===== config.mk =====
export PLATFORM = sky130hd
export DESIGN_NAME = urp_root_port
export DESIGN_NICKNAME = d
export VERILOG_FILES = /design/src/rtl/urp_pkg.sv /design/src/rtl/urp_root_port.sv /design/src/rtl/urp_sync2.sv
export SDC_FILE = /design/constraint.sdc
export NUM_CORES = 1
export LEC_CHECK = 0
export BUFFER_PORTS_ARGS = -buffer_cell sky130_fd_sc_hd__buf_2
export CORE_MARGIN = 5
export CORE_UTILIZATION = 30
export CTS_CLUSTER_SIZE = 28
export DETAILED_ROUTE_END_ITERATION = 6
export GPL_ROUTABILITY_DRIVEN = 0
export MAX_ROUTING_LAYER = met4
export SYNTH_ARGS = -nofsm -noshare
export SYNTH_HDL_FRONTEND = slang
export SYNTH_HIERARCHICAL = 1
export SYNTH_SLANG_ARGS = --single-unit
export TNS_END_PERCENT = 20

===== constraint.sdc =====
create_clock -name clk -period 2.1 [get_ports clk]
set_clock_uncertainty 0.05 [all_clocks]
set_input_delay 0 -clock clk [delete_from_list [all_inputs] [get_ports clk]]
set_output_delay 0 -clock clk [all_outputs]
set_load 0.005 [all_outputs]

===== src/rtl/urp_pkg.sv =====
// Operation
// - Enable change flag shows change, write-one clears
// - Enable only by software, disable by software/fault
// - Enable bit follows actual state, waits for transactions
// - Connect change flag sets again, stays set
// - Connect change flag reads change, write-one clears
// - Connect status shows device presence now
// - Enable change set only on disconnect/end-of-frame fault
package urp_pkg;

   localparam int unsigned URP_ADR_W       = 8;
   localparam int unsigned URP_DAT_W       = 32;
   localparam int unsigned URP_IRQ_W       = 2;

   localparam logic [URP_ADR_W-1:0] URP_OFS_PORT_SC  = 8'h00;
   localparam logic [URP_ADR_W-1:0] URP_OFS_IRQ_STAT = 8'h04;
   localparam logic [URP_ADR_W-1:0] URP_OFS_IRQ_CLR  = 8'h08;
   localparam logic [URP_ADR_W-1:0] URP_OFS_IRQ_EN   = 8'h0C;

   localparam int unsigned URP_BIT_CONN    = 0;
   localparam int unsigned URP_BIT_CONN_CH = 1;
   localparam int unsigned URP_BIT_PORT_EN = 2;
   localparam int unsigned URP_BIT_EN_CH   = 3;

   localparam int unsigned URP_IRQ_CONN    = 0;
   localparam int unsigned URP_IRQ_EN      = 1;

   localparam logic [URP_IRQ_W-1:0] URP_IRQ_RST = 2'h0;
   localparam logic [URP_DAT_W-1:0] URP_DAT_ZERO = 32'h00000000;

   typedef enum logic [1:0] {
      URP_DISABLED  = 2'b00,
      URP_ENABLING  = 2'b01,
      URP_ENABLED   = 2'b10,
      URP_DISABLING = 2'b11
   } urp_state_e;

endpackage : urp_pkg


===== src/rtl/urp_root_port.sv =====
`timescale 1ns/10ps
`default_nettype none
module urp_root_port
   import urp_pkg::*;
(
   input  wire logic                 clk,
   input  wire logic                 reset,
   input  wire logic                 wb_cyc_i,
   input  wire logic                 wb_stb_i,
   input  wire logic                 wb_we_i,
   input  wire logic [URP_ADR_W-1:0] wb_adr_i,
   input  wire logic [3:0]           wb_sel_i,
   input  wire logic [URP_DAT_W-1:0] wb_dat_i,
   output logic      [URP_DAT_W-1:0] wb_dat_o,
   output logic                      wb_ack_o,
   input  wire logic                 dev_present,
   input  wire logic                 usb_busy,
   input  wire logic                 eof2_fault,
   output logic                      port_enabled,
   output logic                      irq
);

   typedef struct packed {
      logic                 ack;
      logic [URP_DAT_W-1:0] rdata;
      logic                 conn;
      logic                 conn_ch;
      logic                 en_ch;
      logic                 hw_cause;
      urp_state_e           state;
      logic [URP_IRQ_W-1:0] irq_stat;
      logic [URP_IRQ_W-1:0] irq_en;
   } urp_state_s;

   urp_state_s r;
   urp_state_s next_r;

   logic conn_sync;
   logic access;
   logic wr_lane0;
   logic sc_write;
   logic sw_enable;
   logic sw_disable;
   logic conn_edge;
   logic disconnect;
   logic fault;
   logic conn_ch_clr;
   logic en_ch_clr;
   logic en_ch_set;
   logic [URP_IRQ_W-1:0] irq_set;
   logic [URP_IRQ_W-1:0] irq_clr;
   logic [URP_DAT_W-1:0] rd_mux;

   urp_sync2 u_present_sync (
      .clk      (clk),
      .reset    (reset),
      .async_in (dev_present),
      .sync_out (conn_sync)
   );

   // Bus access is taken in the cycle before ack rises; ack lasts one cycle
   assign access      = wb_cyc_i & wb_stb_i & ~r.ack;
   assign wr_lane0    = access & wb_we_i & wb_sel_i[0];
   assign sc_write    = wr_lane0 & (wb_adr_i == URP_OFS_PORT_SC);
   assign sw_enable   = sc_write & wb_dat_i[URP_BIT_PORT_EN];
   assign sw_disable  = sc_write & ~wb_dat_i[URP_BIT_PORT_EN];
   assign conn_edge   = conn_sync ^ r.conn;
   assign disconnect  = r.conn & ~conn_sync;
   assign fault       = disconnect | eof2_fault;
   assign conn_ch_clr = sc_write & wb_dat_i[URP_BIT_CONN_CH];
   assign en_ch_clr   = sc_write & wb_dat_i[URP_BIT_EN_CH];
   assign en_ch_set   = (r.state == URP_DISABLING) & ~usb_busy & r.hw_cause;
   assign irq_set     = {en_ch_set, conn_edge};
   assign irq_clr     = (wr_lane0 & (wb_adr_i == URP_OFS_IRQ_CLR)) ?
                        wb_dat_i[URP_IRQ_W-1:0] : URP_IRQ_RST;

   always_comb begin
      rd_mux = URP_DAT_ZERO;
      unique case (wb_adr_i)
         URP_OFS_PORT_SC: begin
            rd_mux[URP_BIT_CONN]    = r.conn;
            rd_mux[URP_BIT_CONN_CH] = r.conn_ch;
            rd_mux[URP_BIT_PORT_EN] = (r.state == URP_ENABLED) |
                                      (r.state == URP_DISABLING);
            rd_mux[URP_BIT_EN_CH]   = r.en_ch;
         end
         URP_OFS_IRQ_STAT: begin
            rd_mux[URP_IRQ_W-1:0] = r.irq_stat;
         end
         URP_OFS_IRQ_EN: begin
            rd_mux[URP_IRQ_W-1:0] = r.irq_en;
         end
         default: begin
            rd_mux = URP_DAT_ZERO;
         end
      endcase
   end

   always_comb begin
      next_r       = r;
      next_r.ack   = access;
      if (access & ~wb_we_i) begin
         next_r.rdata = rd_mux;
      end
      next_r.conn = conn_sync;
      // Set wins over a same-cycle clear on every sticky bit
      next_r.conn_ch = (r.conn_ch & ~conn_ch_clr) | conn_edge;
      next_r.en_ch   = (r.en_ch & ~en_ch_clr) | en_ch_set;
      next_r.irq_stat = (r.irq_stat & ~irq_clr) | irq_set;
      if (wr_lane0 & (wb_adr_i == URP_OFS_IRQ_EN)) begin
         next_r.irq_en = wb_dat_i[URP_IRQ_W-1:0];
      end
      unique case (r.state)
         URP_DISABLED: begin
            // Only a software write starts enabling, and only with a device present
            if (sw_enable & conn_sync & r.conn) begin
               next_r.state = URP_ENABLING;
            end
         end
         URP_ENABLING: begin
            if (fault | sw_disable) begin
               next_r.state = URP_DISABLED;
            end else if (~usb_busy) begin
               next_r.state = URP_ENABLED;
            end
         end
         URP_ENABLED: begin
            if (fault) begin
               next_r.state    = URP_DISABLING;
               next_r.hw_cause = 1'b1;
            end else if (sw_disable) begin
               next_r.state    = URP_DISABLING;
               next_r.hw_cause = 1'b0;
            end
         end
         URP_DISABLING: begin
            // A running transaction delays the actual disable
            if (~usb_busy) begin
               next_r.state    = URP_DISABLED;
               next_r.hw_cause = 1'b0;
            end else if (fault) begin
               next_r.hw_cause = 1'b1;
            end
         end
      endcase
   end

   always_ff @(posedge clk) begin
      if (reset) begin
         r          <= '0;
         r.state    <= URP_DISABLED;
         r.irq_stat <= URP_IRQ_RST;
         r.irq_en   <= URP_IRQ_RST;
      end else begin
         r <= next_r;
      end
   end

   assign wb_ack_o     = r.ack;
   assign wb_dat_o     = r.rdata;
   assign port_enabled = (r.state == URP_ENABLED) | (r.state == URP_DISABLING);
   assign irq          = |(r.irq_stat & r.irq_en);

   property p_en_ch_hw_only;
      @(posedge clk) disable iff (reset)
      $rose(r.en_ch) |-> ($past(r.state) == URP_DISABLING) && $past(r.hw_cause);
   endproperty
   a_en_ch_hw_only: assert property (p_en_ch_hw_only)
      else $error("enable change set without a hardware disable");

   property p_en_ch_clear;
      @(posedge clk) disable iff (reset)
      (en_ch_clr && !en_ch_set) |=> !r.en_ch;
   endproperty
   a_en_ch_clear: assert property (p_en_ch_clear)
      else $error("enable change flag not cleared by write of one");

   property p_enable_by_sw;
      @(posedge clk) disable iff (reset)
      (r.state == URP_ENABLING && $past(r.state) == URP_DISABLED) |-> $past(sw_enable);
   endproperty
   a_enable_by_sw: assert property (p_enable_by_sw)
      else $error("port enabling started without a software write");

   property p_busy_delays;
      @(posedge clk) disable iff (reset)
      (r.state == URP_DISABLING && usb_busy) |=> port_enabled;
   endproperty
   a_busy_delays: assert property (p_busy_delays)
      else $error("port disabled while a transaction was running");

   property p_disconnect_disables;
      @(posedge clk) disable iff (reset)
      (disconnect && r.state == URP_ENABLED) |=> (r.state == URP_DISABLING) && r.hw_cause;
   endproperty
   a_disconnect_disables: assert property (p_disconnect_disables)
      else $error("disconnect did not disable the port");

   property p_conn_ch_set;
      @(posedge clk) disable iff (reset)
      conn_edge |=> r.conn_ch && r.irq_stat[URP_IRQ_CONN];
   endproperty
   a_conn_ch_set: assert property (p_conn_ch_set)
      else $error("connect change not flagged");

   property p_conn_ch_clear;
      @(posedge clk) disable iff (reset)
      (conn_ch_clr && !conn_edge) |=> !r.conn_ch;
   endproperty
   a_conn_ch_clear: assert property (p_conn_ch_clear)
      else $error("connect change flag not cleared by write of one");

   property p_conn_read;
      @(posedge clk) disable iff (reset)
      (access && !wb_we_i && wb_adr_i == URP_OFS_PORT_SC) |=>
         wb_ack_o && (wb_dat_o[URP_BIT_CONN] == $past(r.conn));
   endproperty
   a_conn_read: assert property (p_conn_read)
      else $error("connect status read back wrong");

   property p_stay_enabled;
      @(posedge clk) disable iff (reset)
      (r.state == URP_ENABLED && !fault && !sw_disable) |=> (r.state == URP_ENABLED);
   endproperty
   a_stay_enabled: assert property (p_stay_enabled)
      else $error("port left the enabled state without a cause");

   property p_stay_disabled;
      @(posedge clk) disable iff (reset)
      (r.state == URP_DISABLED && !sw_enable) |=> (r.state == URP_DISABLED);
   endproperty
   a_stay_disabled: assert property (p_stay_disabled)
      else $error("port left the disabled state without a software write");

   property p_enable_needs_dev;
      @(posedge clk) disable iff (reset)
      (r.state == URP_DISABLED && !r.conn) |=> (r.state == URP_DISABLED);
   endproperty
   a_enable_needs_dev: assert property (p_enable_needs_dev)
      else $error("enabling started with no device attached");

   property p_enabling_waits;
      @(posedge clk) disable iff (reset)
      (r.state == URP_ENABLING && usb_busy) |=> !port_enabled;
   endproperty
   a_enabling_waits: assert property (p_enabling_waits)
      else $error("port enabled while a transaction was running");

   property p_eof2_disables;
      @(posedge clk) disable iff (reset)
      (eof2_fault && r.state == URP_ENABLED) |=> (r.state == URP_DISABLING) && r.hw_cause;
   endproperty
   a_eof2_disables: assert property (p_eof2_disables)
      else $error("end-of-frame fault did not start a disable");

   property p_disable_done;
      @(posedge clk) disable iff (reset)
      (r.state == URP_DISABLING && !usb_busy && r.hw_cause) |=>
         !port_enabled && r.en_ch && r.irq_stat[URP_IRQ_EN];
   endproperty
   a_disable_done: assert property (p_disable_done)
      else $error("fault disable did not flag an enable change");

   property p_sw_disable_quiet;
      @(posedge clk) disable iff (reset)
      (r.state == URP_DISABLING && !r.hw_cause && !r.en_ch) |=> !r.en_ch;
   endproperty
   a_sw_disable_quiet: assert property (p_sw_disable_quiet)
      else $error("software disable flagged an enable change");

   property p_en_ch_holds;
      @(posedge clk) disable iff (reset)
      (r.en_ch && !en_ch_clr) |=> r.en_ch;
   endproperty
   a_en_ch_holds: assert property (p_en_ch_holds)
      else $error("enable change flag lost without a clear");

   property p_conn_ch_holds;
      @(posedge clk) disable iff (reset)
      (r.conn_ch && !conn_ch_clr) |=> r.conn_ch;
   endproperty
   a_conn_ch_holds: assert property (p_conn_ch_holds)
      else $error("connect change flag lost without a clear");

   property p_conn_ch_quiet;
      @(posedge clk) disable iff (reset)
      (!r.conn_ch && !conn_edge) |=> !r.conn_ch;
   endproperty
   a_conn_ch_quiet: assert property (p_conn_ch_quiet)
      else $error("connect change flagged with no change");

   property p_conn_follows;
      @(posedge clk) disable iff (reset)
      1'b1 |=> (r.conn == $past(conn_sync));
   endproperty
   a_conn_follows: assert property (p_conn_follows)
      else $error("connect status does not follow the synced pin");

   property p_ack_on_access;
      @(posedge clk) disable iff (reset)
      access |=> wb_ack_o;
   endproperty
   a_ack_on_access: assert property (p_ack_on_access)
      else $error("bus access not acknowledged");

   property p_ack_single;
      @(posedge clk) disable iff (reset)
      wb_ack_o |=> !wb_ack_o;
   endproperty
   a_ack_single: assert property (p_ack_single)
      else $error("ack held longer than one cycle");

endmodule // urp_root_port
`default_nettype wire


===== src/rtl/urp_sync2.sv =====
`timescale 1ns/10ps
`default_nettype none
module urp_sync2 (
   input  wire logic clk,
   input  wire logic reset,
   input  wire logic async_in,
   output logic      sync_out
);

   typedef struct packed {
      logic meta;
      logic stable;
   } urp_sync_s;

   urp_sync_s r;
   urp_sync_s next_r;

   // The first stage feeds only the second stage
   always_comb begin
      next_r        = r;
      next_r.meta   = async_in;
      next_r.stable = r.meta;
   end

   always_ff @(posedge clk) begin
      if (reset) begin
         r <= '0;
      end else begin
         r <= next_r;
      end
   end

   assign sync_out = r.stable;

endmodule // urp_sync2
`default_nettype wire


==> results.py, run 1 <==
metrics = {
    "finish": {
        "stdcell_count": 203,
        "fillerInstances": 381,
        "antenna_cells": 0,
        "syn2layout_area_growth_pct": 8.64,
        "drive_above_1_share_pct": 23.6,
        "nets": 211,
    },
    "clock_network": {
        "clkSlewWorstSetupHoldPaths_ns": 0.10,
        "htreeDepth": 1,
        "clockRootBuffer": "clkbuf_4",
        "cts.sinks": 17,
        "clkLatencyLatePin_ns": 0.29,
        "cts_buffers": 3,
        "cts_tree": "yes",
        "cts_buffer_depth": 2,
        "post_cts_buffers": 0,
    },
    "yosys": {
        "synth-main-ff-cell": "dfxtp_1",
        "netlist_top_cells_area": "dfxtp_1, buf_4, a21oi_1",
        "yosysWarnings": 6,
        "synth_top_area_share_pct": 31.7,
        "synthesis.area_um2": 1070,
        "async_flop_share_pct": 0,
        "yosys.area.top_type": "dfxtp_1",
        "yosysSeqAreaShare_pct": 31.7,
        "ys_ff_latch": 17,
        "avgSynthCellArea_um2": 8.19,
        "ys_types": 29,
        "synth_edf_count": 0,
        "syn-instance-count": 131,
    },
    "global_routing": {
        "grtUsageTotal_pct": 9.20,
        "grt_overflow_total": 0,
        "grt_pass1_wl_um": 3640,
        "first_global_vias": 770,
        "antenna_found_initial": 0,
        "grt_max_degree": 18,
    },
    "detailed_routing": {
        "vias": 893,
        "drt_iter0_drc": 30,
        "drtPass1Iterations": 4,
        "drt-vias-per-instance": 4.40,
        "wl_per_cell_um": 11.0,
        "drt-total-wl_um": 2230,
        "ant_nets": 0,
        "route.detailed.drc": 0,
    },
    "worst_setup_path": {
        "cp.required_ns": 2.27,
        "crit_path_cell_trace": "nand3b_1, or4_4, or3_1, a31oi_1",
        "slowest_delay_ns": 0.58,
        "cp-start-kind": "register",
        "crit_path_top_delay_cell": "or4_4",
        "end_kind": "register",
        "critPathKind": "register to register",
        "path_buf_inv": 0,
        "crit_fanout": 5,
        "critical_path_arrival_ns": 1.97,
        "cpLargestDelayFamily": "simple AND/OR/NAND/NOR gates",
    },
    "sta": {
        "final-setup-viol-count": 0,
        "finalCritPeriodShare_pct": 85.6,
        "setup_tns_ns": 0,
        "min_period_ns": 1.80,
        "fmax_mhz": 557,
        "slew_violations": 0,
        "fin_ws_ns": 0.303,
        "hold_viol": 0,
        "rsz0062_at_grt": "false",
    },
    "worst_hold_path": {
        "hp-class": "input port to register",
    },
    "placed_design": {
        "dp_hpwl_um": 1820,
        "dp_slack_ns": 0.208,
        "place_inst": 196,
        "portBuffers": 27,
    },
    "floorplanning": {
        "die-area_um2": 4870,
        "core_area_um2": 3390,
        "ioPinCount": 87,
        "die_h_um": 69.8,
        "start_util_pct": 31.6,
        "die_x_um": 69.8,
        "std_cell_rows": 21,
    },
    "pwr": {
        "p_leak_nw": 0.502,
        "total_power_w": 0.000580,
        "irDropWorstVdd_mv": 0.261,
        "p_per_area_nw_per_um2": 498,
    },
    "run": {
        "maxCapViolCount": 0,
    },
    "run_status": {
        "status": "complete, no violations",
    },
}
Yosys cell counts (2+ instances only):
cell type	number
nand2_1	9
o21ai_0	6
nand3b_1	2
or2_2	2
inv_1	4
a21oi_1	11
nor2b_1	4
or4_4	4
a31oi_1	2
a311oi_1	2
nand3_1	7
buf_4	32
or3_1	3
nand2b_1	2
nor2_1	6
mux2i_1	3
dfxtp_1	17
nor3b_1	2
clkbuf_1	3
final timing paths:
path | from | to | slack [ns] | depth (start not counted)
worst max register to register | wb_ack_o | r[4] | 0.30 | 4
worst min register to register | u_present_sync/next_r[0] | u_present_sync/sync_out | 0.40 | 1
worst min-delay path | reset | r[9] | 0.01 | 2
worst max-delay path | wb_ack_o | r[4] | 0.30 | 4
per-layer routing:
| layer | up-vias | track usage (%) | wire, um |
|---|---|---|---|
| met5 | - | - | 0 |
| met4 | 0 | 1.91 | 12 |
| met3 | 2 | 3.77 | 209 |
| met2 | 36 | 13.9 | 998 |
| met1 | 411 | 11.6 | 1010 |
| li1 | 444 | - | - |
what timing repair did:
action,4_1_cts,5_1_grt
gates resized for setup,0,0
endpoints found under the hold margin,4,0
hold buffers,3,0
sequential cells by signal, summed over array words and instances (netlist names), named ones only:
signal                   flops
wb_ack_o                     1
u_present_sync/next_r        1
u_present_sync/sync_out      1
wb_dat_o                     4
r                            9
worst reg2reg max path, stage by stage, from the launching register on:
cell and delay, ns:
dfxtp_1 0.32, nand3b_1 0.25, or4_4 0.58, or3_1 0.38, a31oi_1 0.16
cells in the final DEF (no fill, tap or decap):
| master | n |
|---|---|
| conb_1 | 28 |
| buf_2 | 27 |
| dfxtp_1 | 17 |
| a21oi_1 | 11 |
| nand2_1 | 9 |
| nand3_1 | 7 |
| o21ai_0 | 6 |
| nor2_1 | 6 |
| inv_1 | 4 |
| nor2b_1 | 4 |
| or4_4 | 4 |
| or3_1 | 3 |
| mux2i_1 | 3 |
| clkbuf_4 | 3 |
| dlygate4sd3_1 | 3 |
| or2_2 | 2 |
| nand3b_1 | 2 |
| nor3b_1 | 2 |
| a31oi_1 | 2 |
| a311oi_1 | 2 |
| nand2b_1 | 2 |
| a22o_1 | 1 |
| and3b_1 | 1 |
| and2_1 | 1 |
| nor4_1 | 1 |
| nand4b_1 | 1 |
| a211o_1 | 1 |
| or4_1 | 1 |
| ha_1 | 1 |
| clkbuf_1 | 1 |
| buf_4 | 1 |
cell families after synthesis:
group | share of synthesized area, %
and+or+nand+nor | 25.4
buffers and inverters | 26.1
AOI/OAI and AO/OA | 12.4
DFF | 31.7
muxes | 2.80
adders and majority gates | 1.17
other | 0.350
through the flow:
| step | area, um^2 | utilization (%) | hold slack [ns] |
|---|---|---|---|
| after floorplan | 1170 | - | 0.0191 |
| after CTS | 1160 | 34.4 | 0.00234 |
| after detailed placement | 1110 | 32.7 | 0.168 |
| final | 1160 | 34.4 | 0.0131 |
| after global routing | 1160 | 34.4 | 0.0137 |
| after global placement | 1110 | 32.7 | 0.157 |
power by group:
part           switching, W  internal [W]
Sequential       0.00000310      0.000328
Combinational     0.0000434     0.0000301
Clock              0.000102     0.0000738
cell type report:
type	count	area, um^2	share of cell area (%)
clock buffer	4	26.3	2.26
inverter	4	15.0	1.29
multi-input combinational	101	553	47.5
sequential	17	340	29.2
tap	46	57.6	4.94
timing repair buffer	31	173	14.8
(Power assumes the default switching activity.)
==> run 2: changes to the inputs <==
- CORE_UTILIZATION: 30 -> 38
- PLACE_DENSITY: default -> 0.79
==> results.py, run 2 (synthesis gave the netlist of run 1 again) <==
metrics = {
    "detailed_routing": {
        "vias": 878,
        "wl_per_cell_um": 11.1,
        "ant_nets": 0,
        "route.detailed.drc": 0,
        "drt_iter0_drc": 20,
        "drt-total-wl_um": 2080,
        "drt-vias-per-instance": 4.70,
        "drtPass1Iterations": 4,
    },
    "clock_network": {
        "htreeDepth": 1,
        "cts_buffers": 3,
        "cts_buffer_depth": 2,
        "clockRootBuffer": "clkbuf_4",
        "cts.sinks": 17,
        "clkSlewWorstSetupHoldPaths_ns": 0.10,
        "clkLatencyLatePin_ns": 0.29,
        "cts_tree": "yes",
    },
    "floorplanning": {
        "std_cell_rows": 19,
        "die_x_um": 63.1,
        "ioPinCount": 87,
        "start_util_pct": 39.2,
        "die_h_um": 63.1,
        "die-area_um2": 3980,
        "core_area_um2": 2730,
    },
    "placed_design": {
        "place_inst": 180,
        "dp_hpwl_um": 1720,
        "portBuffers": 27,
    },
    "sta": {
        "slew_violations": 0,
        "min_period_ns": 1.81,
        "final-setup-viol-count": 0,
        "hold_viol": 0,
        "holdWs_ns": 0.00886,
        "slew_headroom_pct": 61.4,
        "rsz0062_at_grt": "false",
        "fmax_mhz": 551,
        "worst_pin_slew_ns": 0.573,
        "setup_tns_ns": 0,
        "finalCritPeriodShare_pct": 86.4,
    },
    "finish": {
        "top_register": "r",
        "largest_reg_flops": 9,
        "layout_common_cells": "conb_1, buf_2, dfxtp_1, a21oi_1, nand2_1",
        "antenna_cells": 0,
        "syn2layout_area_growth_pct": 6.30,
        "nets": 210,
        "final_util_pct": 41.7,
        "drive_above_1_share_pct": 23.7,
        "final_common_cell": "conb_1",
        "stdcell_count": 187,
    },
    "pwr": {
        "p_leak_nw": 0.500,
        "irDropWorstVdd_mv": 0.254,
        "p_per_area_nw_per_um2": 509,
        "total_power_w": 0.000581,
    },
    "global_routing": {
        "grt_pass1_wl_um": 3090,
        "grt_max_degree": 18,
        "first_global_vias": 735,
        "grt_overflow_total": 0,
        "antenna_found_initial": 0,
        "grtUsageTotal_pct": 9.74,
    },
    "worst_setup_path": {
        "cp-start-kind": "register",
        "end_kind": "register",
        "critical_path_arrival_ns": 1.98,
        "cp.required_ns": 2.27,
        "crit_fanout": 5,
        "critPathKind": "register to register",
    },
    "worst_hold_path": {
        "hp-class": "input port to register",
    },
    "run": {
        "maxCapViolCount": 0,
    },
    "run_status": {
        "status": "complete, no violations",
    },
}
==> run 2: cell count changes in the layout (fill, tap and decap cells not counted), sizes merged <==
cell	previous run	this run
clkbuf	4	3
clkinv	0	1
buf	28	27
==> run 2: path summary, 6_finish.rpt <==
| kind | start | end | slack, ns | depth (start not counted) |
|---|---|---|---|---|
| setup / recovery | wb_ack_o | r[4] | 0.29 | 4 |
| hold / removal | reset | r[9] | 0.009 | 2 |
| setup reg to reg | wb_ack_o | r[4] | 0.29 | 4 |
| hold reg to reg | u_present_sync/next_r[0] | u_present_sync/sync_out | 0.39 | 1 |
==> run 2: timing repair <==
action | CTS | global route
hold buffers | 3 | 0
setup buffers | 0 | 0
hold endpoints to repair | 4 | 0
resized for setup | 0 | 0
==> run 2: final cells by class <==
| type | count | area, um^2 |
|---|---|---|
| Clock buffer | 3 | 22.5 |
| Clock inverter | 1 | 5.00 |
| Fill cell | 295 | 1590 |
| Inverter | 4 | 15.0 |
| Multi-Input combinational cell | 101 | 553 |
| Sequential cell | 17 | 340 |
| Tap cell | 31 | 38.8 |
| Timing Repair Buffer | 30 | 165 |
==> run 2: power by group <==
group	leakage, nW	switching (W)	internal, W
combinational	0.344	0.0000422	0.0000300
sequential	0.138	0.00000312	0.000328
clock	0.0177	0.000106	0.0000708
total	0.500	0.000152	0.000429
==> run 2: critical path, stage by stage, from the launching register on <==
cell	delay (ns)
dfxtp_1	0.33
nand3b_1	0.24
or4_4	0.57
or3_1	0.36
a31oi_1	0.19
==> run 2: layer usage <==
metal	up-vias	wire length (um)	global-route usage, %
met4	0	12	3.98
li1	446	-	-
met2	35	1050	15.9
met5	-	0	-
met1	395	832	11.2
met3	2	191	2.66
==> run 2: stage by stage <==
stage	cell area, um^2	setup WS, ns
after global placement	1080	0.236
after CTS	1140	0.275
after floorplan	1170	0.404
final	1140	0.286
after global routing	1140	0.176
after detailed placement	1080	0.205
==> run 3: changes to the inputs <==
- CTS_BUF_LIST: default -> sky130_fd_sc_hd__clkbuf_4 sky130_fd_sc_hd__clkbuf_8 sky130_fd_sc_hd__clkbuf_16
- GPL_TIMING_DRIVEN: default -> 0
==> results.py, run 3 (synthesis gave the netlist of run 1 again) <==
metrics = {
    "global_routing": {
        "grtUsageTotal_pct": 12.0,
        "grt_pass1_wl_um": 3820,
        "grt_overflow_total": 0,
        "antenna_found_initial": 0,
        "first_global_vias": 881,
        "grt_max_degree": 11,
    },
    "clock_network": {
        "post_cts_buffers": 0,
        "cts.sinks": 17,
        "clkSlewWorstSetupHoldPaths_ns": 0.09,
        "clockRootBuffer": "clkbuf_4",
        "clkLatencyLatePin_ns": 0.30,
        "htreeDepth": 1,
        "ctsResizeCount": 0,
        "hold_buffers": 6,
        "cts_tree": "yes",
        "cts_buffer_depth": 2,
        "cts_buffers": 3,
    },
    "placed_design": {
        "dp_hpwl_um": 1820,
        "portBuffers": 26,
        "place_inst": 215,
    },
    "worst_hold_path": {
        "hp-class": "input port to register",
        "whs_path_depth": 3,
    },
    "sta": {
        "slew_violations": 0,
        "fmax_mhz": 567,
        "finalCritPeriodShare_pct": 84.1,
        "worst_pin_slew_ns": 0.570,
        "min_period_ns": 1.77,
        "final-setup-viol-count": 0,
        "slew_headroom_pct": 61.6,
        "rsz0062_at_grt": "false",
        "hold_viol": 0,
        "setup_tns_ns": 0,
    },
    "worst_setup_path": {
        "slowest_delay_ns": 0.57,
        "crit_path_top_delay_cell": "or4_4",
        "reg2regPathDepth": 4,
        "worstSetupPathDepth": 4,
        "cp.required_ns": 2.28,
        "critPathKind": "register to register",
        "r2r_setup_slack_ns": 0.33,
        "end_kind": "register",
        "path_buf_inv": 0,
        "critical_path_arrival_ns": 1.94,
        "cpLargestDelayFamily": "simple AND/OR/NAND/NOR gates",
        "cp-start-kind": "register",
        "crit_path_cell_trace": "nand3b_1, or4_4, or3_1, a31oi_1",
        "crit_fanout": 5,
    },
    "detailed_routing": {
        "wl_per_cell_um": 10.2,
        "drtPass1Iterations": 4,
        "drt_iter0_drc": 6,
        "route.detailed.drc": 0,
        "drt-total-wl_um": 2300,
        "vias": 985,
        "ant_nets": 0,
        "drt-vias-per-instance": 4.38,
    },
    "finish": {
        "syn2layout_area_growth_pct": 33.6,
        "drive_above_1_share_pct": 35.6,
        "layout_common_cells": "buf_4, conb_1, buf_2, dfxtp_1, a21oi_1",
        "final_common_cell": "buf_4",
        "top_register": "r",
        "fillerInstances": 280,
        "largest_reg_flops": 9,
        "stdcell_count": 225,
        "antenna_cells": 0,
        "nets": 248,
    },
    "floorplanning": {
        "std_cell_rows": 19,
        "start_util_pct": 39.2,
        "die-area_um2": 3980,
        "die_h_um": 63.1,
        "core_area_um2": 2730,
        "die_x_um": 63.1,
        "ioPinCount": 87,
    },
    "pwr": {
        "seq_power_share_pct": 51.5,
        "internal_power_w": 0.000483,
        "combPwrFrac_pct": 18.3,
        "p_per_area_nw_per_um2": 449,
        "p_leak_nw": 0.696,
        "sw_frac_of_total_pct": 24.9,
        "irDropWorstVdd_mv": 0.388,
        "p_switching_w": 0.000160,
        "clkPwrFrac_pct": 30.2,
    },
    "run": {
        "maxCapViolCount": 0,
    },
    "run_status": {
        "status": "complete, no violations",
    },
}
-- run 3: cell count changes in the layout (fill, tap and decap cells not counted) --
cell and change:
clkbuf_8 +1, buf_4 +32, buf_2 -1, clkbuf_4 +1, dlygate4sd3_1 +3, clkinv_2 -1, clkbuf_1 +3
-- run 3: power by group through the flow --
stage	Combinational [W]	Clock, W	Sequential [W]
detailed placement	0.000107	0	0.000339
CTS	0.000116	0.000197	0.000332
floorplan	0.0000770	0	0.000338
finish	0.000118	0.000194	0.000331
global placement	0.000106	0	0.000339
global route	0.000133	0.000216	0.000332
-- run 3: cell type report --
cell class / instances / area (um^2) / area share, %
Multi-Input combinational cell: 101 / 553 / 38.6
Tap cell: 31 / 38.8 / 2.71
Clock buffer: 4 / 30.0 / 2.10
Sequential cell: 17 / 340 / 23.8
Inverter: 4 / 15.0 / 1.05
Buffer: 36 / 265 / 18.5
Timing Repair Buffer: 32 / 190 / 13.3
-- run 3: per-stage QoR --
| stage | power (W) | hold slack [ns] | area (um^2) | util (%) | worst slack (ns) |
|---|---|---|---|---|---|
| 2_1_floorplan | 0.000415 | 0.0191 | 1170 | - | 0.404 |
| 3_3_place_gp | 0.000444 | 0.163 | 1340 | 49.1 | 0.248 |
| 3_5_place_dp | 0.000445 | 0.166 | 1340 | 49.1 | 0.230 |
| 4_1_cts | 0.000644 | 0.0171 | 1430 | 52.4 | 0.337 |
| 5_1_grt | 0.000681 | 0.0552 | 1430 | 52.4 | 0.218 |
| 6_report | 0.000643 | 0.0251 | 1430 | 52.4 | 0.335 |
-- run 3: worst reg2reg max path, stage by stage, from the launching register on --
cell	delay (ns)
dfxtp_1	0.33
nand3b_1	0.24
or4_4	0.57
or3_1	0.36
a31oi_1	0.16
-- run 3: path summary, 6_finish.rpt --
| kind | start | end |
|---|---|---|
| max | wb_ack_o | r[4] |
| min | wb_stb_i | wb_ack_o |
| max reg2reg | wb_ack_o | r[4] |
| min reg2reg | u_present_sync/next_r[0] | u_present_sync/sync_out |
-- run 3: metal layers --
layer	up-vias	wire length [um]	global-route usage [%]
met2	34	1110	18.6
met4	0	26	3.98
met3	4	196	4.26
met5	-	0	-
met1	429	969	14.4
li1	518	-	-
